**src/inc/timer_pkg.sv**
```systemverilog
// constants and types shared by the down-counter timer and its prescaler
package timer_pkg;

    // bus geometry: byte address, registers on aligned words
    localparam int unsigned ADDR_W = 10;
    localparam int unsigned DATA_W = 32;
    localparam int unsigned IDX_W  = 8;

    // register indices; the byte address is four times the index
    localparam logic [IDX_W-1:0] IDX_PRESCALER  = 8'hd2;
    localparam logic [IDX_W-1:0] IDX_COUNT      = 8'hd3;
    localparam logic [IDX_W-1:0] IDX_CONTROL    = 8'hd4;
    localparam logic [IDX_W-1:0] IDX_IRQ_STATUS = 8'hd5;
    localparam logic [IDX_W-1:0] IDX_IRQ_MASK   = 8'hd6;

    // control/status field positions
    localparam int unsigned BIT_ZERO_FLAG = 7;
    localparam int unsigned BIT_IRQ_EN    = 6;
    localparam int unsigned BIT_DIR       = 5;
    localparam int unsigned BIT_DOUT      = 4;
    localparam int unsigned BIT_RUN       = 3;
    localparam int unsigned TAP_LSB       = 0;
    localparam int unsigned TAP_W         = 3;

    // widths and values after reset
    localparam int unsigned COUNT_W         = 8;
    localparam int unsigned PRESCALER_W     = 7;
    localparam logic [7:0]  COUNT_RESET     = 8'hff;
    localparam logic [6:0]  PRESCALER_RESET = 7'h7f;
    localparam logic [7:0]  CONTROL_RESET   = 8'h00;

    // internal clock divided by twelve feeds the prescaler in gated and output modes
    localparam int unsigned INTERNAL_DIVIDE = 12;
    localparam int unsigned DIV_W           = 4;
    localparam logic [3:0]  DIV_LAST        = 4'(INTERNAL_DIVIDE - 1);

    // interrupt status / mask bits
    localparam int unsigned IRQ_W    = 2;
    localparam int unsigned IRQ_ZERO = 0;
    localparam int unsigned IRQ_WRAP = 1;
    localparam logic [1:0]  IRQ_RESET = 2'h0;

    typedef enum logic [1:0] {
        MODE_EVENT,
        MODE_GATED,
        MODE_OUTPUT
    } mode_t;

    typedef enum logic {
        BUS_IDLE,
        BUS_DONE
    } bus_state_t;

endpackage : timer_pkg

```
**src/hw/prescaler_tap.sv**
```systemverilog
// 7-bit down-counting prescaler with selectable tap driving the counter tick
`timescale 1ns/10ps
module prescaler_tap
    import timer_pkg::*;
(
    // clock and reset
    input  wire logic                   clock,
    input  wire logic                   srst,
    // control
    input  wire logic                   run,
    input  wire logic                   tick,
    input  wire logic [TAP_W-1:0]       tapSel,
    input  wire logic                   load,
    input  wire logic [PRESCALER_W-1:0] loadValue,
    // results
    output logic      [PRESCALER_W-1:0] value,
    output logic                        counterTick
);

    typedef struct packed {
        logic [PRESCALER_W-1:0] value;
    } pre_state_t;

    pre_state_t                 st;
    pre_state_t                 next_st;
    logic       [PRESCALER_W-1:0] bitRise;

    // a bit rises on a decrement when it and every lower bit are zero
    genvar i;
    generate
        for (i = 0; i < PRESCALER_W; i++) begin : g_rise
            assign bitRise[i] = tick & (st.value[i:0] == '0);
        end
    endgenerate

    always_comb begin
        next_st = st;
        if (!run) begin
            next_st.value = PRESCALER_RESET;
        end else begin
            if (tick) begin
                next_st.value = st.value - 7'h01;
            end
            if (load) begin
                next_st.value = loadValue;
            end
        end
    end

    always_comb begin
        if (!run) begin
            counterTick = 1'b0;
        end else if (tapSel == 3'h0) begin
            counterTick = tick;
        end else begin
            counterTick = bitRise[tapSel - 3'h1];
        end
    end

    always_ff @(posedge clock) begin
        if (srst) begin
            st.value <= PRESCALER_RESET;
        end else begin
            st <= next_st;
        end
    end

    assign value = st.value;

endmodule : prescaler_tap

```
**src/hw/timer_counter.sv**
```systemverilog
// 8-bit down-counter timer with prescaler, pin modes and Avalon-MM registers
//
// Decided for this implementation: the Avalon-MM interface to the registers.
`timescale 1ns/10ps
module timer_counter
    import timer_pkg::*;
(
    // clock and reset
    input  wire logic              clock,
    input  wire logic              srst,
    // avalon-mm slave
    input  wire logic [ADDR_W-1:0] address,
    input  wire logic              read,
    input  wire logic              write,
    input  wire logic [3:0]        byteenable,
    input  wire logic [DATA_W-1:0] writedata,
    output logic      [DATA_W-1:0] readdata,
    output logic                   waitrequest,
    // timer pin
    input  wire logic              pinIn,
    output logic                   pinOut,
    output logic                   pinOeN,
    // requests
    output logic                   timerRequest,
    output logic                   wakeRequest,
    output logic                   irq
);

    typedef struct packed {
        logic [COUNT_W-1:0] count;
        logic               zeroFlag;
        logic               irqEnable;
        logic               direction;
        logic               doutBit;
        logic               run;
        logic [TAP_W-1:0]   tapSel;
        logic               pinLatch;
        logic [1:0]         pinSync;
        logic               pinPrev;
        logic [DIV_W-1:0]   divCount;
        logic [IRQ_W-1:0]   irqStatus;
        logic [IRQ_W-1:0]   irqMask;
        bus_state_t         busState;
        logic [DATA_W-1:0]  readdata;
    } state_t;

    state_t st;
    state_t next_st;

    // decode
    logic [IDX_W-1:0]       regIndex;
    logic                   doWrite;
    logic                   lowLane;
    logic [7:0]             wbyte;
    logic                   writeCount;
    logic                   writeControl;
    logic                   writePrescaler;
    logic                   writeStatus;
    logic                   writeMask;

    // datapath
    mode_t                  mode;
    logic                   pinLevel;
    logic                   pinRise;
    logic                   divTick;
    logic                   preTick;
    logic                   counterTick;
    logic [PRESCALER_W-1:0] preValue;
    logic                   zeroSet;
    logic [IRQ_W-1:0]       irqSet;
    logic [7:0]             controlView;
    logic [7:0]             readByte;

    assign regIndex = address[ADDR_W-1:2];
    assign lowLane  = byteenable[0];
    assign wbyte    = writedata[7:0];

    // a write takes effect on the edge where waitrequest is sampled low
    assign doWrite        = write & (st.busState == BUS_DONE) & lowLane;
    assign writeCount     = doWrite & (regIndex == IDX_COUNT);
    assign writeControl   = doWrite & (regIndex == IDX_CONTROL);
    assign writePrescaler = doWrite & (regIndex == IDX_PRESCALER) & st.run;
    assign writeStatus    = doWrite & (regIndex == IDX_IRQ_STATUS);
    assign writeMask      = doWrite & (regIndex == IDX_IRQ_MASK);

    // one wait cycle per access, then completion
    assign waitrequest = (read | write) & (st.busState == BUS_IDLE);

    // mode select from direction and output bit
    always_comb begin
        if (st.direction) begin
            mode = MODE_OUTPUT;
        end else if (st.doutBit) begin
            mode = MODE_GATED;
        end else begin
            mode = MODE_EVENT;
        end
    end

    // pin synchroniser output and edge
    assign pinLevel = st.pinSync[1];
    assign pinRise  = st.pinSync[1] & ~st.pinPrev;
    assign divTick  = (st.divCount == DIV_LAST);

    // prescaler input source
    always_comb begin
        case (mode)
            MODE_EVENT: begin
                preTick = pinRise;
            end
            MODE_GATED: begin
                preTick = divTick & pinLevel;
            end
            MODE_OUTPUT: begin
                preTick = divTick;
            end
            default: begin
                preTick = 1'b0;
            end
        endcase
    end

    prescaler_tap u_prescaler (
        .clock       (clock),
        .srst        (srst),
        .run         (st.run),
        .tick        (preTick),
        .tapSel      (st.tapSel),
        .load        (writePrescaler),
        .loadValue   (wbyte[PRESCALER_W-1:0]),
        .value       (preValue),
        .counterTick (counterTick)
    );

    // control register view
    always_comb begin
        controlView                 = 8'h00;
        controlView[BIT_ZERO_FLAG]  = st.zeroFlag;
        controlView[BIT_IRQ_EN]     = st.irqEnable;
        controlView[BIT_DIR]        = st.direction;
        controlView[BIT_DOUT]       = st.doutBit;
        controlView[BIT_RUN]        = st.run;
        controlView[TAP_LSB +: TAP_W] = st.tapSel;
    end

    // read mux; unmapped indices read zero
    always_comb begin
        case (regIndex)
            IDX_PRESCALER: begin
                readByte = {1'b0, preValue};
            end
            IDX_COUNT: begin
                readByte = st.count;
            end
            IDX_CONTROL: begin
                readByte = controlView;
            end
            IDX_IRQ_STATUS: begin
                readByte = {6'h00, st.irqStatus};
            end
            IDX_IRQ_MASK: begin
                readByte = {6'h00, st.irqMask};
            end
            default: begin
                readByte = 8'h00;
            end
        endcase
    end

    always_comb begin
        next_st = st;
        zeroSet = 1'b0;
        irqSet  = '0;

        // two-stage synchroniser, then edge history
        next_st.pinSync = {st.pinSync[0], pinIn};
        next_st.pinPrev = st.pinSync[1];

        // divide-by-twelve of the internal clock
        if (divTick) begin
            next_st.divCount = '0;
        end else begin
            next_st.divCount = st.divCount + 4'h1;
        end

        // counter decrement with wrap
        if (counterTick) begin
            next_st.count = st.count - 8'h01;
            zeroSet       = (st.count == 8'h01);
            irqSet[IRQ_WRAP] = (st.count == 8'h00);
        end

        // a count write wins over a coincident decrement
        if (writeCount) begin
            next_st.count = wbyte;
            zeroSet       = (wbyte == 8'h00);
            // the overridden decrement does not wrap either
            irqSet[IRQ_WRAP] = 1'b0;
        end

        // control write; a hardware set wins over a software clear
        if (writeControl) begin
            next_st.zeroFlag  = wbyte[BIT_ZERO_FLAG] | zeroSet;
            next_st.irqEnable = wbyte[BIT_IRQ_EN];
            next_st.direction = wbyte[BIT_DIR];
            next_st.doutBit   = wbyte[BIT_DOUT];
            next_st.run       = wbyte[BIT_RUN];
            next_st.tapSel    = wbyte[TAP_LSB +: TAP_W];
        end else begin
            next_st.zeroFlag  = st.zeroFlag | zeroSet;
        end

        // output latch transparent while the zero flag is high
        if (st.zeroFlag) begin
            next_st.pinLatch = st.doutBit;
        end

        // sticky interrupt status, write one to clear, set wins
        irqSet[IRQ_ZERO] = next_st.zeroFlag & ~st.zeroFlag;
        if (writeStatus) begin
            next_st.irqStatus = (st.irqStatus & ~wbyte[IRQ_W-1:0]) | irqSet;
        end else begin
            next_st.irqStatus = st.irqStatus | irqSet;
        end
        if (writeMask) begin
            next_st.irqMask = wbyte[IRQ_W-1:0];
        end

        // bus handshake and read capture
        if ((read | write) && st.busState == BUS_IDLE) begin
            next_st.busState = BUS_DONE;
            if (read) begin
                next_st.readdata = {24'h000000, readByte};
            end
        end else begin
            next_st.busState = BUS_IDLE;
        end
    end

    always_ff @(posedge clock) begin
        if (srst) begin
            st.count     <= COUNT_RESET;
            st.zeroFlag  <= CONTROL_RESET[BIT_ZERO_FLAG];
            st.irqEnable <= CONTROL_RESET[BIT_IRQ_EN];
            st.direction <= CONTROL_RESET[BIT_DIR];
            st.doutBit   <= CONTROL_RESET[BIT_DOUT];
            st.run       <= CONTROL_RESET[BIT_RUN];
            st.tapSel    <= CONTROL_RESET[TAP_LSB +: TAP_W];
            st.pinLatch  <= 1'b0;
            st.pinSync   <= 2'h0;
            st.pinPrev   <= 1'b0;
            st.divCount  <= '0;
            st.irqStatus <= IRQ_RESET;
            st.irqMask   <= IRQ_RESET;
            st.busState  <= BUS_IDLE;
            st.readdata  <= '0;
        end else begin
            st <= next_st;
        end
    end

    // outputs
    assign readdata     = st.readdata;
    assign pinOut       = st.pinLatch;
    assign pinOeN       = ~st.direction;
    assign timerRequest = st.zeroFlag & st.irqEnable;
    assign wakeRequest  = timerRequest;
    assign irq          = |(st.irqStatus & st.irqMask);

endmodule : timer_counter

```
**config.mk**
```make
export PLATFORM = sky130hd
export DESIGN_NAME = timer_counter
export DESIGN_NICKNAME = d
export VERILOG_FILES = /design/src/inc/timer_pkg.sv /design/src/hw/prescaler_tap.sv /design/src/hw/timer_counter.sv
export SDC_FILE = /design/constraint.sdc
export NUM_CORES = 1
export LEC_CHECK = 0
export BUFFER_PORTS_ARGS = -buffer_cell sky130_fd_sc_hd__buf_4
export CAP_MARGIN = 20
export CORE_ASPECT_RATIO = 2
export CORE_MARGIN = 5
export CORE_UTILIZATION = 30
export DETAILED_ROUTE_END_ITERATION = 10
export GPL_ROUTABILITY_DRIVEN = 0
export PLACE_DENSITY_LB_ADDON = 0.08
export SYNTH_ARGS = -nofsm -noshare
export SYNTH_HDL_FRONTEND = slang
export SYNTH_HIERARCHICAL = 1
export SYNTH_SLANG_ARGS = --single-unit
```
**constraint.sdc**
```tcl
create_clock -name clock -period 3.3 [get_ports clock]
set_input_delay 0.825 -clock clock [delete_from_list [all_inputs] [get_ports clock]]
set_output_delay 0.825 -clock clock [all_outputs]
set_load 0.05 [all_outputs]
```
Word-level counts from Yosys, hierarchy flattened
Cells that the tools add are included.

Add/sub/neg operators: 4. Magnitude comparators: 1. Equal/unequal tests: 9. Mux-type cells: 19. Bitwise operators: 34. Reduce and logical (&&, ||, !) cells: 17.

Operators by type and width (number): 8-bit == test (second input constant) (5); 8-bit one-hot mux with 5 select lines (1); 1-bit AND (20); 8-bit logical NOT (2); 8-bit two-way mux (2); 7-bit two-way mux (2); 1-bit two-way mux (10); 8-bit by 1-bit == test with 1-bit output (second input constant) (1); 8-bit by 1-bit subtractor with 8-bit output (second input constant) (1); 7-bit logical NOT (1); 7-bit by 1-bit subtractor with 7-bit output (second input constant) (1); 3-bit logical NOT (2); 6-bit logical NOT (1); 1-bit inverter (6); 2-bit OR reduction (3); 5-bit logical NOT (1); 4-bit by 1-bit adder with 4-bit output (second input constant) (1); 2-bit AND (2); 4-bit == test (second input constant) (1); 2-bit logical NOT (2); 4-bit logical NOT (1); 3-bit by 4-bit < comparator with 1-bit output (second input constant) (1); 2-bit two-way mux (2); 2-bit OR (2); 10 further kinds (13).

Flip-flop bits (word level): 44. Output and inout bits: 38.

Depth between registers and ports, before layout
Gate-level depths: netlist (run 1).

Depth in word-level cells: 16. Gate-level depth with buffers: 14. Depth with buffers taken out: 13.

By module
The synthesis (run 1) kept the hierarchy.

Modules (own cells, without submodules): timer_counter (instances 1, cells an instance 247, area an instance 2247.2 µm², seq. area each 740.7 µm²); prescaler_tap (instances 1, cells an instance 64, area an instance 555.5 µm², seq. area each 140.1 µm²).

Worst setup path before layout (run 1)
OpenSTA, ideal clock, no wires.

Path kind: register -> register. From: register st[37] in the netlist's numbering. To: register st[35] in the netlist's numbering. Arrival: 2503 ps. Path slack: 701 ps. Stages on the path, launching flop included: 15. Path buffers: 1. Clock period less this slack: 2599 ps. Path through: dfxtp_1 -> ha_1 -> and3b_1 -> nand2_1 -> o31ai_1 -> a22o_1 -> buf_6 -> a211oi_1 -> a21oi_1 -> o2111ai_1 -> o21ai_1 -> nor3b_1 -> nand3_1 -> mux2_2 -> o311ai_1.

Cells in the longest elaborated chain, start to end: 15. Elaborated cells on any way between the ends: 23. Those cells by class: 1 x eq/ne; 9 x mux; 13 x bitwise.

Ends and longest elaborated chain: from (decl) (line timer_counter.sv:47) `state_t st;`; from (signal assigned) (line timer_counter.sv:258) `st <= next_st;`; 4-bit == test * (line timer_counter.sv:103) `assign divTick = (st.divCount == DIV_LAST);`; 1-bit AND (line timer_counter.sv:112) `preTick = divTick & pinLevel;`; 1-bit one-hot mux with 3 select lines * (line timer_counter.sv:107) `case (mode)`; named net preTick (line timer_counter.sv:66) `logic preTick;`; 1-bit AND (line prescaler_tap.sv:32) `assign bitRise[i] = tick & (st.value[i:0] == '0);`; 1-bit binary-select mux with 3-bit select (line prescaler_tap.sv:56) `counterTick = bitRise[tapSel - 3'h1];`; 1-bit two-way mux (not written as such) (line prescaler_tap.sv:56); 1-bit two-way mux * (line prescaler_tap.sv:53) `end else if (tapSel == 3'h0) begin`; 1-bit two-way mux * (line prescaler_tap.sv:51) `if (!run) begin`; named net counterTick (line timer_counter.sv:67) `logic counterTick;`; 1-bit two-way mux * (line timer_counter.sv:187) `if (counterTick) begin`; 1-bit two-way mux * (line timer_counter.sv:194) `if (writeCount) begin`; 1-bit OR (on tied branches) (line timer_counter.sv:210, timer_counter.sv:203); 1-bit two-way mux * (line timer_counter.sv:202) `if (writeControl) begin`; 1-bit AND * (line timer_counter.sv:219) `irqSet[IRQ_ZERO] = next_st.zeroFlag & ~st.zeroFlag;`; 2-bit OR (on tied branches) (line timer_counter.sv:223, timer_counter.sv:221); 2-bit two-way mux * (line timer_counter.sv:220) `if (writeStatus) begin`.

Mark *: on every way through the listed nets, which the timed path passes. The rest lies on a longest branch. The select of a mux whose other input is x is not followed. A chain may end at the register's enable or synchronous reset.

Final worst setup path (run 1)
Ends and elaborated chain as after synthesis.

==> results.json, run 1 <==
{
  "relSlewSlack_pct": 63.0,
  "synth_simple_gate_area_share_pct": 24.5,
  "worstMarginPinSlew_ns": 0.554,
  "synth_most_common_cell": "dfxtp_1",
  "synthTopCellsByCount": "44 x dfxtp_1, 34 x buf_4, 29 x nor2_1",
  "grt_first_pass_wirelength_mm": 12.4,
  "start_kind": "flip-flop",
  "grt_max_degree": 16,
  "synth-seq-cells": 44,
  "synth_adder_area_share_pct": 3.57,
  "powerDensity_nw_per_um2": 381,
  "yosys.area.top_type": "dfxtp_1",
  "finalCritPeriodShare_pct": 91.5,
  "syn_avg_cell_area_um2": 9.01,
  "antenna_found_initial": 0,
  "fmax_mhz": 331,
  "setup.worst_path.end_class": "flip-flop",
  "critPathTopFamily": "compound AO/OA/AOI/OAI gates",
  "firstDrtPassIters": 4,
  "vias_per_cell": 5.11,
  "synth_warnings": 6,
  "die-area_um2": 11500,
  "setup_violations": 0,
  "drv_slew": 0,
  "synth_top_flop_cell": "dfxtp_1",
  "syn-cell-area_um2": 2800,
  "ir_drop_mv": 0.270,
  "setup_tns_ns": 0,
  "fin_crit_ns": 3.02,
  "die_w_um": 78.3,
  "crit_path_cell_trace": "ha_1, and3b_1, nand2_1, o31ai_1, a22o_1, a211oi_1, a21oi_1, o2111ai_1, o21ai_1, nor3b_1, nand3_1, mux2_2, o311ai_1",
  "status": "finished, final reports clean",
  "drc_errors": 0,
  "crit_buf_inv": 0,
  "diodes": 0,
  "switchingPower_mw": 0.334,
  "fin_hold_ws_ns": 0.443,
  "fin_nets": 393,
  "path_max_fanout": 5,
  "synth_top_family_by_area": "simple AND/OR/NAND/NOR gates",
  "num_vias": 2238,
  "start_util_pct": 30.3,
  "fin_skew_ns": 0.00771,
  "num_rows": 50,
  "rsz0062_at_grt": "false",
  "cp_data_arrival_time_ns": 3.21,
  "drt_iter0_drc": 94,
  "cts_hold_buffers": 0,
  "worstPathRequired_ns": 3.50,
  "critical_path.slowest_cell": "dfxtp_1",
  "ys_seq_area_share_pct": 31.4,
  "clk_path_buf_depth": 2,
  "swShare_pct": 28.2,
  "wl_per_cell_um": 18.0,
  "critPathKind": "flip-flop to flip-flop",
  "clockRootBuffer": "clkbuf_16",
  "port-buffer-count": 35,
  "synth_compound_area_share_pct": 15.6,
  "maxCapViolCount": 0,
  "cts_max_level": 2,
  "layout-drive-gt1-share_pct": 19.5,
  "synth.area.mux_share_pct": 7.54,
  "numCtsBuffers": 5,
  "grt_usage_pct": 14.3,
  "grt_pass1_vias": 2215,
  "overflow": 0,
  "leakage_nw": 1.26,
  "synth-edff-count": 0,
  "clkSinkCount": 44,
  "core_area_um2": 9260,
  "wl_mm": 7.87,
  "pwr-share-comb_pct": 13.1,
  "async_flop_share_pct": 0,
  "pwr-share-clk_pct": 41.2,
  "cts_tree": "yes",
  "hp-class": "flip-flop to flip-flop",
  "p_seq_share_pct": 45.6,
  "synth_top_area_share_pct": 31.4,
  "postRouteAntennaNets": 0,
  "internal_power_mw": 0.850,
  "synth-xor-area-share_pct": 3.13,
  "ys_types": 56,
  "dpl.hpwl_mm": 6.14,
  "post_cts_buffers": 0,
  "fp.dieH_um": 147,
  "clkLatencyLatePin_ns": 0.29,
  "top_level_ports": 89,
  "critPathMaxStageDelay_ns": 0.36,
  "clk_pin_slew_worst_paths_ns": 0.07,
  "syn_to_final_growth_pct": 11.0,
  "synth_cells": 311,
  "netlist_top_cells_area": "dfxtp_1 31%, buf_4 9.1%, mux2i_1 7.1%",
  "num-fill-cells": 983,
  "cts_resized": 0,
  "hold_viol_final": 0
}
layout make-up:
type	instances	area [um2]	area share (%)
multi-input cells	230	1610	51.9
flip-flops and latches	44	881	28.3
repair buffers	41	308	9.90
well taps	104	130	4.18
clock buffers	6	129	4.14
inverters	12	45.0	1.45
clock inverters	1	5.00	0.161
flip-flops by register name, summed over array words and instances (netlist names):
register,flops
pinOut,1
readdata,8
next_st,2
st,18
u_prescaler/value,7
controlView,8
metrics by stage:
step / power (mW) / worst slack, ns / std cells / cell area, um2 / utilization [%]
floorplan: 0.685 / 0.701 / 334 / 2890 / -
global placement: 0.709 / 0.349 / 431 / 2980 / 32.1
detailed placement: 0.709 / 0.286 / 431 / 2980 / 32.1
CTS: 1.21 / 0.264 / 438 / 3110 / 33.6
global route: 1.23 / 0.0518 / 438 / 3110 / 33.6
finish: 1.18 / 0.281 / 438 / 3110 / 33.6
routing by layer:
layer	GRT usage, %	routed length (um)
met1	14.9	2880
met2	26.1	4290
met3	2.82	361
met4	7.88	336
met5	0	0
worst register-to-register path: stages, from the launching register on:
cell,delay [ns]
dfxtp_1,0.36
ha_1,0.22
and3b_1,0.26
nand2_1,0.07
o31ai_1,0.07
a22o_1,0.25
a211oi_1,0.10
a21oi_1,0.15
o2111ai_1,0.15
o21ai_1,0.29
nor3b_1,0.31
nand3_1,0.14
mux2_2,0.30
o311ai_1,0.24
logic make-up after synthesis:
group | Yosys count
XOR/XNOR | 10
flip-flops | 44
multiplexers | 21
adder cells (fa/ha/maj) | 8
other | 1
AND/OR/NAND/NOR | 105
buffers and inverters | 60
AO/OA/AOI/OAI | 62
placed cells by master (no fill, tap or decap), types with 4 or more instances in the layout:
master	instances
o2bb2ai_1	7
o21ai_1	10
nand3_1	8
buf_4	41
conb_1	24
nor2b_1	6
o21ai_0	5
nand3b_1	4
a21oi_1	12
clkbuf_16	5
a22oi_1	6
xor2_1	6
xnor2_1	4
a22o_1	7
mux2i_1	20
dfxtp_1	44
nor2_1	29
ha_1	8
inv_1	12
nor3_1	5
nand2_1	18
power groups by stage:
stage	sequential, mW	clock [mW]	combinational [mW]
6_report	0.540	0.488	0.156
2_1_floorplan	0.551	0	0.133
3_3_place_gp	0.552	0	0.157
5_1_grt	0.541	0.528	0.165
3_5_place_dp	0.552	0	0.157
4_1_cts	0.540	0.508	0.157
path summary, 6_finish.rpt:
check              start           to  slack (ns)  cells after the start
min reg2reg  next_st[43]  next_st[41]        0.44                      1
min          next_st[43]  next_st[41]        0.44                      1
max               st[37]       st[35]        0.28                     13
max reg2reg       st[37]       st[35]        0.28                     13
Power figures use the tool's default switching activity.
==> run 2: changes to the inputs <==
REMOVE_ABC_BUFFERS = 1   (was unset)
==> results.json, run 2 (synthesis gave the netlist of run 1 again) <==
{
  "dpl.hpwl_mm": 5.99,
  "clkSinkCount": 44,
  "largest_reg_flops": 18,
  "leakage_nw": 1.28,
  "hold_viol_final": 0,
  "wl_mm": 7.56,
  "rsz0062_at_grt": "false",
  "path_max_fanout": 5,
  "diodes": 0,
  "num_rows": 50,
  "fin_nets": 395,
  "clk_pin_slew_worst_paths_ns": 0.07,
  "clk_path_buf_depth": 2,
  "hp-class": "flip-flop to flip-flop",
  "ir_drop_mv": 0.181,
  "num-fill-cells": 991,
  "top_level_ports": 89,
  "fin_hold_ws_ns": 0.458,
  "antenna_found_initial": 0,
  "start_util_pct": 30.3,
  "max_flop_register": "st",
  "die-area_um2": 11500,
  "vias_per_cell": 4.98,
  "worstPathRequired_ns": 3.50,
  "drt_iter0_drc": 55,
  "setup_tns_ns": 0,
  "setup_violations": 0,
  "fmax_mhz": 350,
  "cts_tree": "yes",
  "layout-drive-gt1-share_pct": 20.8,
  "grt_usage_pct": 14.0,
  "syn_to_final_growth_pct": 12.9,
  "drc_errors": 0,
  "clockRootBuffer": "clkbuf_16",
  "layout_common_cells": "44 x dfxtp_1, 43 x buf_4, 29 x nor2_1",
  "postRouteAntennaNets": 0,
  "num_vias": 2195,
  "crit_path_cell_trace": "ha_1, and3b_1, nand2_1, o31ai_1, a22o_2, a211oi_1, a21oi_1, o2111ai_1, o21ai_1, nor3b_1, nand3_1, mux2_2, o311ai_1",
  "maxCapViolCount": 0,
  "fin_skew_ns": 0.00574,
  "finalCritPeriodShare_pct": 86.6,
  "port-buffer-count": 35,
  "cp_data_arrival_time_ns": 3.06,
  "critPathKind": "flip-flop to flip-flop",
  "post-place-ws_ns": 0.347,
  "relSlewSlack_pct": 59.8,
  "fin_crit_ns": 2.86,
  "final_common_cell": "dfxtp_1",
  "worstMarginPinSlew_ns": 0.602,
  "drv_slew": 0,
  "die_w_um": 78.3,
  "cts_max_level": 2,
  "grt_pass1_vias": 2246,
  "wl_per_cell_um": 17.2,
  "powerDensity_nw_per_um2": 404,
  "clkLatencyLatePin_ns": 0.29,
  "overflow": 0,
  "firstDrtPassIters": 4,
  "critical_path.slowest_cell": "dfxtp_1",
  "status": "finished, final reports clean",
  "numCtsBuffers": 5,
  "critPathMaxStageDelay_ns": 0.35,
  "fp.dieH_um": 147,
  "start_kind": "flip-flop",
  "grt_first_pass_wirelength_mm": 12.2,
  "setup_slack_ns": 0.443,
  "core_area_um2": 9260,
  "grt_max_degree": 28,
  "setup.worst_path.end_class": "flip-flop",
  "power_mw": 1.28,
  "cts_hold_buffers": 0
}
run 2: through the flow:
| stage | cells | cell area [um2] | util, % |
|---|---|---|---|
| after floorplan | 286 | 2540 | - |
| after global placement | 433 | 2990 | 32.3 |
| after detailed placement | 433 | 2990 | 32.3 |
| after CTS | 441 | 3160 | 34.2 |
| after global routing | 441 | 3160 | 34.2 |
| final | 441 | 3160 | 34.2 |
run 2: per-layer routing:
layer | vias to the layer above | GRT usage, % | part of all wire (%)
met4 | 0 | 6.30 | 3.1
met5 | - | 0 | 0
met2 | 42 | 27.4 | 58
met1 | 1054 | 13.6 | 36
li1 | 1089 | - | -
met3 | 10 | 2.58 | 2.7
run 2: cell type report:
class / instances / area, um2 / area share, %
Clock inverter: 3 / 46.3 / 1.46
Clock buffer: 5 / 125 / 3.95
Sequential cell: 44 / 881 / 27.8
Inverter: 12 / 45.0 / 1.42
Multi-Input combinational cell: 230 / 1610 / 51.0
Tap cell: 104 / 130 / 4.11
Timing Repair Buffer: 43 / 323 / 10.2
run 2: worst max-delay path: cells and delay by family, from the launching register on:
kind	cells	cell delay, ns
flops	1	0.35
fa+ha+maj	1	0.22
simple gates	4	0.74
mux	1	0.30
compound gates	7	1.13
run 2: power breakdown:
group | switching, mW | internal, mW
Sequential | 0.00377 | 0.536
Clock | 0.226 | 0.360
Combinational | 0.114 | 0.0371
Total | 0.344 | 0.934
run 2: what timing repair did:
item                                    4_1_cts  5_1_grt
endpoints found under the setup margin        0        1
buffers inserted                              0        0
resized for setup                             0        1
run 2: final timing paths:
path                    start          end  slack, ns  cells past startpoint
hold / removal    next_st[43]  next_st[41]       0.46                      1
setup / recovery       st[37]       st[35]       0.44                     13
setup reg to reg       st[37]       st[35]       0.44                     13
hold reg to reg   next_st[43]  next_st[41]       0.46                      1
==> run 3: changes to the inputs <==
MAX_ROUTING_LAYER = met4   (was unset)
==> results.json, run 3 (synthesis gave the netlist of run 1 again) <==
{
  "antenna_found_initial": 0,
  "hold_viol_final": 0,
  "overflow": 0,
  "power_mw": 1.28,
  "syn_to_final_growth_pct": 12.9,
  "die-area_um2": 11500,
  "worstHoldStart": "next_st[43]",
  "postRouteAntennaNets": 0,
  "hp-class": "flip-flop to flip-flop",
  "fmax_mhz": 350,
  "critical_path.slowest_cell": "dfxtp_1",
  "layout-drive-gt1-share_pct": 20.8,
  "top_level_ports": 89,
  "relSlewSlack_pct": 60.0,
  "cts_tree": "yes",
  "powerDensity_nw_per_um2": 403,
  "r2r_slack_ns": 0.44,
  "maxCapViolCount": 0,
  "drt_iter0_drc": 50,
  "setup_tns_ns": 0,
  "start_util_pct": 30.3,
  "fp.dieH_um": 147,
  "worstPathRequired_ns": 3.50,
  "grt_pass1_vias": 2241,
  "rsz0062_at_grt": "false",
  "grt_first_pass_wirelength_mm": 12.2,
  "fin_skew_ns": 0.00540,
  "crit_path_cell_trace": "ha_1, and3b_1, nand2_1, o31ai_1, a22o_2, a211oi_1, a21oi_1, o2111ai_1, o21ai_1, nor3b_1, nand3_1, mux2_2, o311ai_1",
  "port-buffer-count": 35,
  "clkSinkCount": 44,
  "diodes": 0,
  "setup_slack_ns": 0.445,
  "min_to": "next_st[41]",
  "clkLatencyLatePin_ns": 0.29,
  "internal_power_mw": 0.934,
  "reg2reg_depth": 13,
  "drc_errors": 0,
  "worstMarginPinSlew_ns": 0.599,
  "core_area_um2": 9260,
  "post-place-ws_ns": 0.347,
  "vias_per_cell": 4.91,
  "fin_nets": 395,
  "max_flop_register": "st",
  "pwr-share-comb_pct": 11.8,
  "wl_mm": 7.59,
  "layout_common_cells": "44 x dfxtp_1, 43 x buf_4, 29 x nor2_1",
  "clk_path_buf_depth": 2,
  "cp_data_arrival_time_ns": 3.06,
  "grt_max_degree": 28,
  "die_w_um": 78.3,
  "num-fill-cells": 991,
  "finalCritPeriodShare_pct": 86.5,
  "rr_startpoint": "st[37]",
  "critPathKind": "flip-flop to flip-flop",
  "drv_slew": 0,
  "start_kind": "flip-flop",
  "final_common_cell": "dfxtp_1",
  "critPathTopFamily": "compound AO/OA/AOI/OAI gates",
  "swShare_pct": 26.9,
  "cts_hold_buffers": 0,
  "clk_pin_slew_worst_paths_ns": 0.07,
  "fin_crit_ns": 2.86,
  "min_path_cells": 1,
  "path_max_fanout": 5,
  "fin_hold_ws_ns": 0.458,
  "wl_per_cell_um": 17.2,
  "crit_buf_inv": 0,
  "ir_drop_mv": 0.180,
  "critPathMaxStageDelay_ns": 0.35,
  "cts_max_level": 2,
  "dpl.hpwl_mm": 5.99,
  "cts_resized": 0,
  "setup.worst_path.end_class": "flip-flop",
  "post_cts_buffers": 0,
  "timing.rr.end": "st[35]",
  "clockRootBuffer": "clkbuf_16",
  "switchingPower_mw": 0.343,
  "numCtsBuffers": 5,
  "largest_reg_flops": 18,
  "p_seq_share_pct": 42.3,
  "setup_violations": 0,
  "fin_util_pct": 34.2,
  "grt_usage_pct": 14.4,
  "status": "finished, final reports clean",
  "num_rows": 50,
  "firstDrtPassIters": 4,
  "pwr-share-clk_pct": 45.9,
  "leakage_nw": 1.28,
  "num_vias": 2165
}
run 3: cell counts in the layout (fill, tap and decap cells not counted):
Identical to the previous run, type by type.
run 3: metrics by stage:
step,area [um2],cells
after floorplan,2540,286
after global placement,2990,433
after detailed placement,2990,433
after CTS,3160,441
after global routing,3160,441
final,3160,441
run 3: area by class of cell:
cell class              instances  area, um2  share of cell area [%]
multi-input cells             230       1610                    51.0
inverters                      12       45.0                    1.42
well taps                     104        130                    4.11
clock buffers                   5        125                    3.95
flip-flops and latches         44        881                    27.8
clock inverters                 3       46.3                    1.46
repair buffers                 43        323                    10.2
run 3: worst max path at each step:
stage,from,endpoint,slack [ns],cells past startpoint
after floorplan,st[37],st[35],0.62,13
final,st[37],st[35],0.44,13
after global placement,st[37],st[35],0.28,13
after global routing,st[37],st[35],0.07,13
after detailed placement,st[37],st[35],0.35,13
after CTS,st[37],st[35],0.30,13
run 3: power groups by stage:
stage | registers, mW | logic (mW) | clock network (mW)
CTS | 0.540 | 0.152 | 0.613
finish | 0.540 | 0.151 | 0.585
detailed placement | 0.553 | 0.152 | 0
global route | 0.541 | 0.161 | 0.634
floorplan | 0.552 | 0.0971 | 0
global placement | 0.552 | 0.152 | 0
run 3: routing by layer:
layer / wire (um) / GRT usage [%]
met5: 0 / -
met4: 237 / 6.30
met2: 4430 / 27.4
met1: 2740 / 13.6
met3: 182 / 2.58
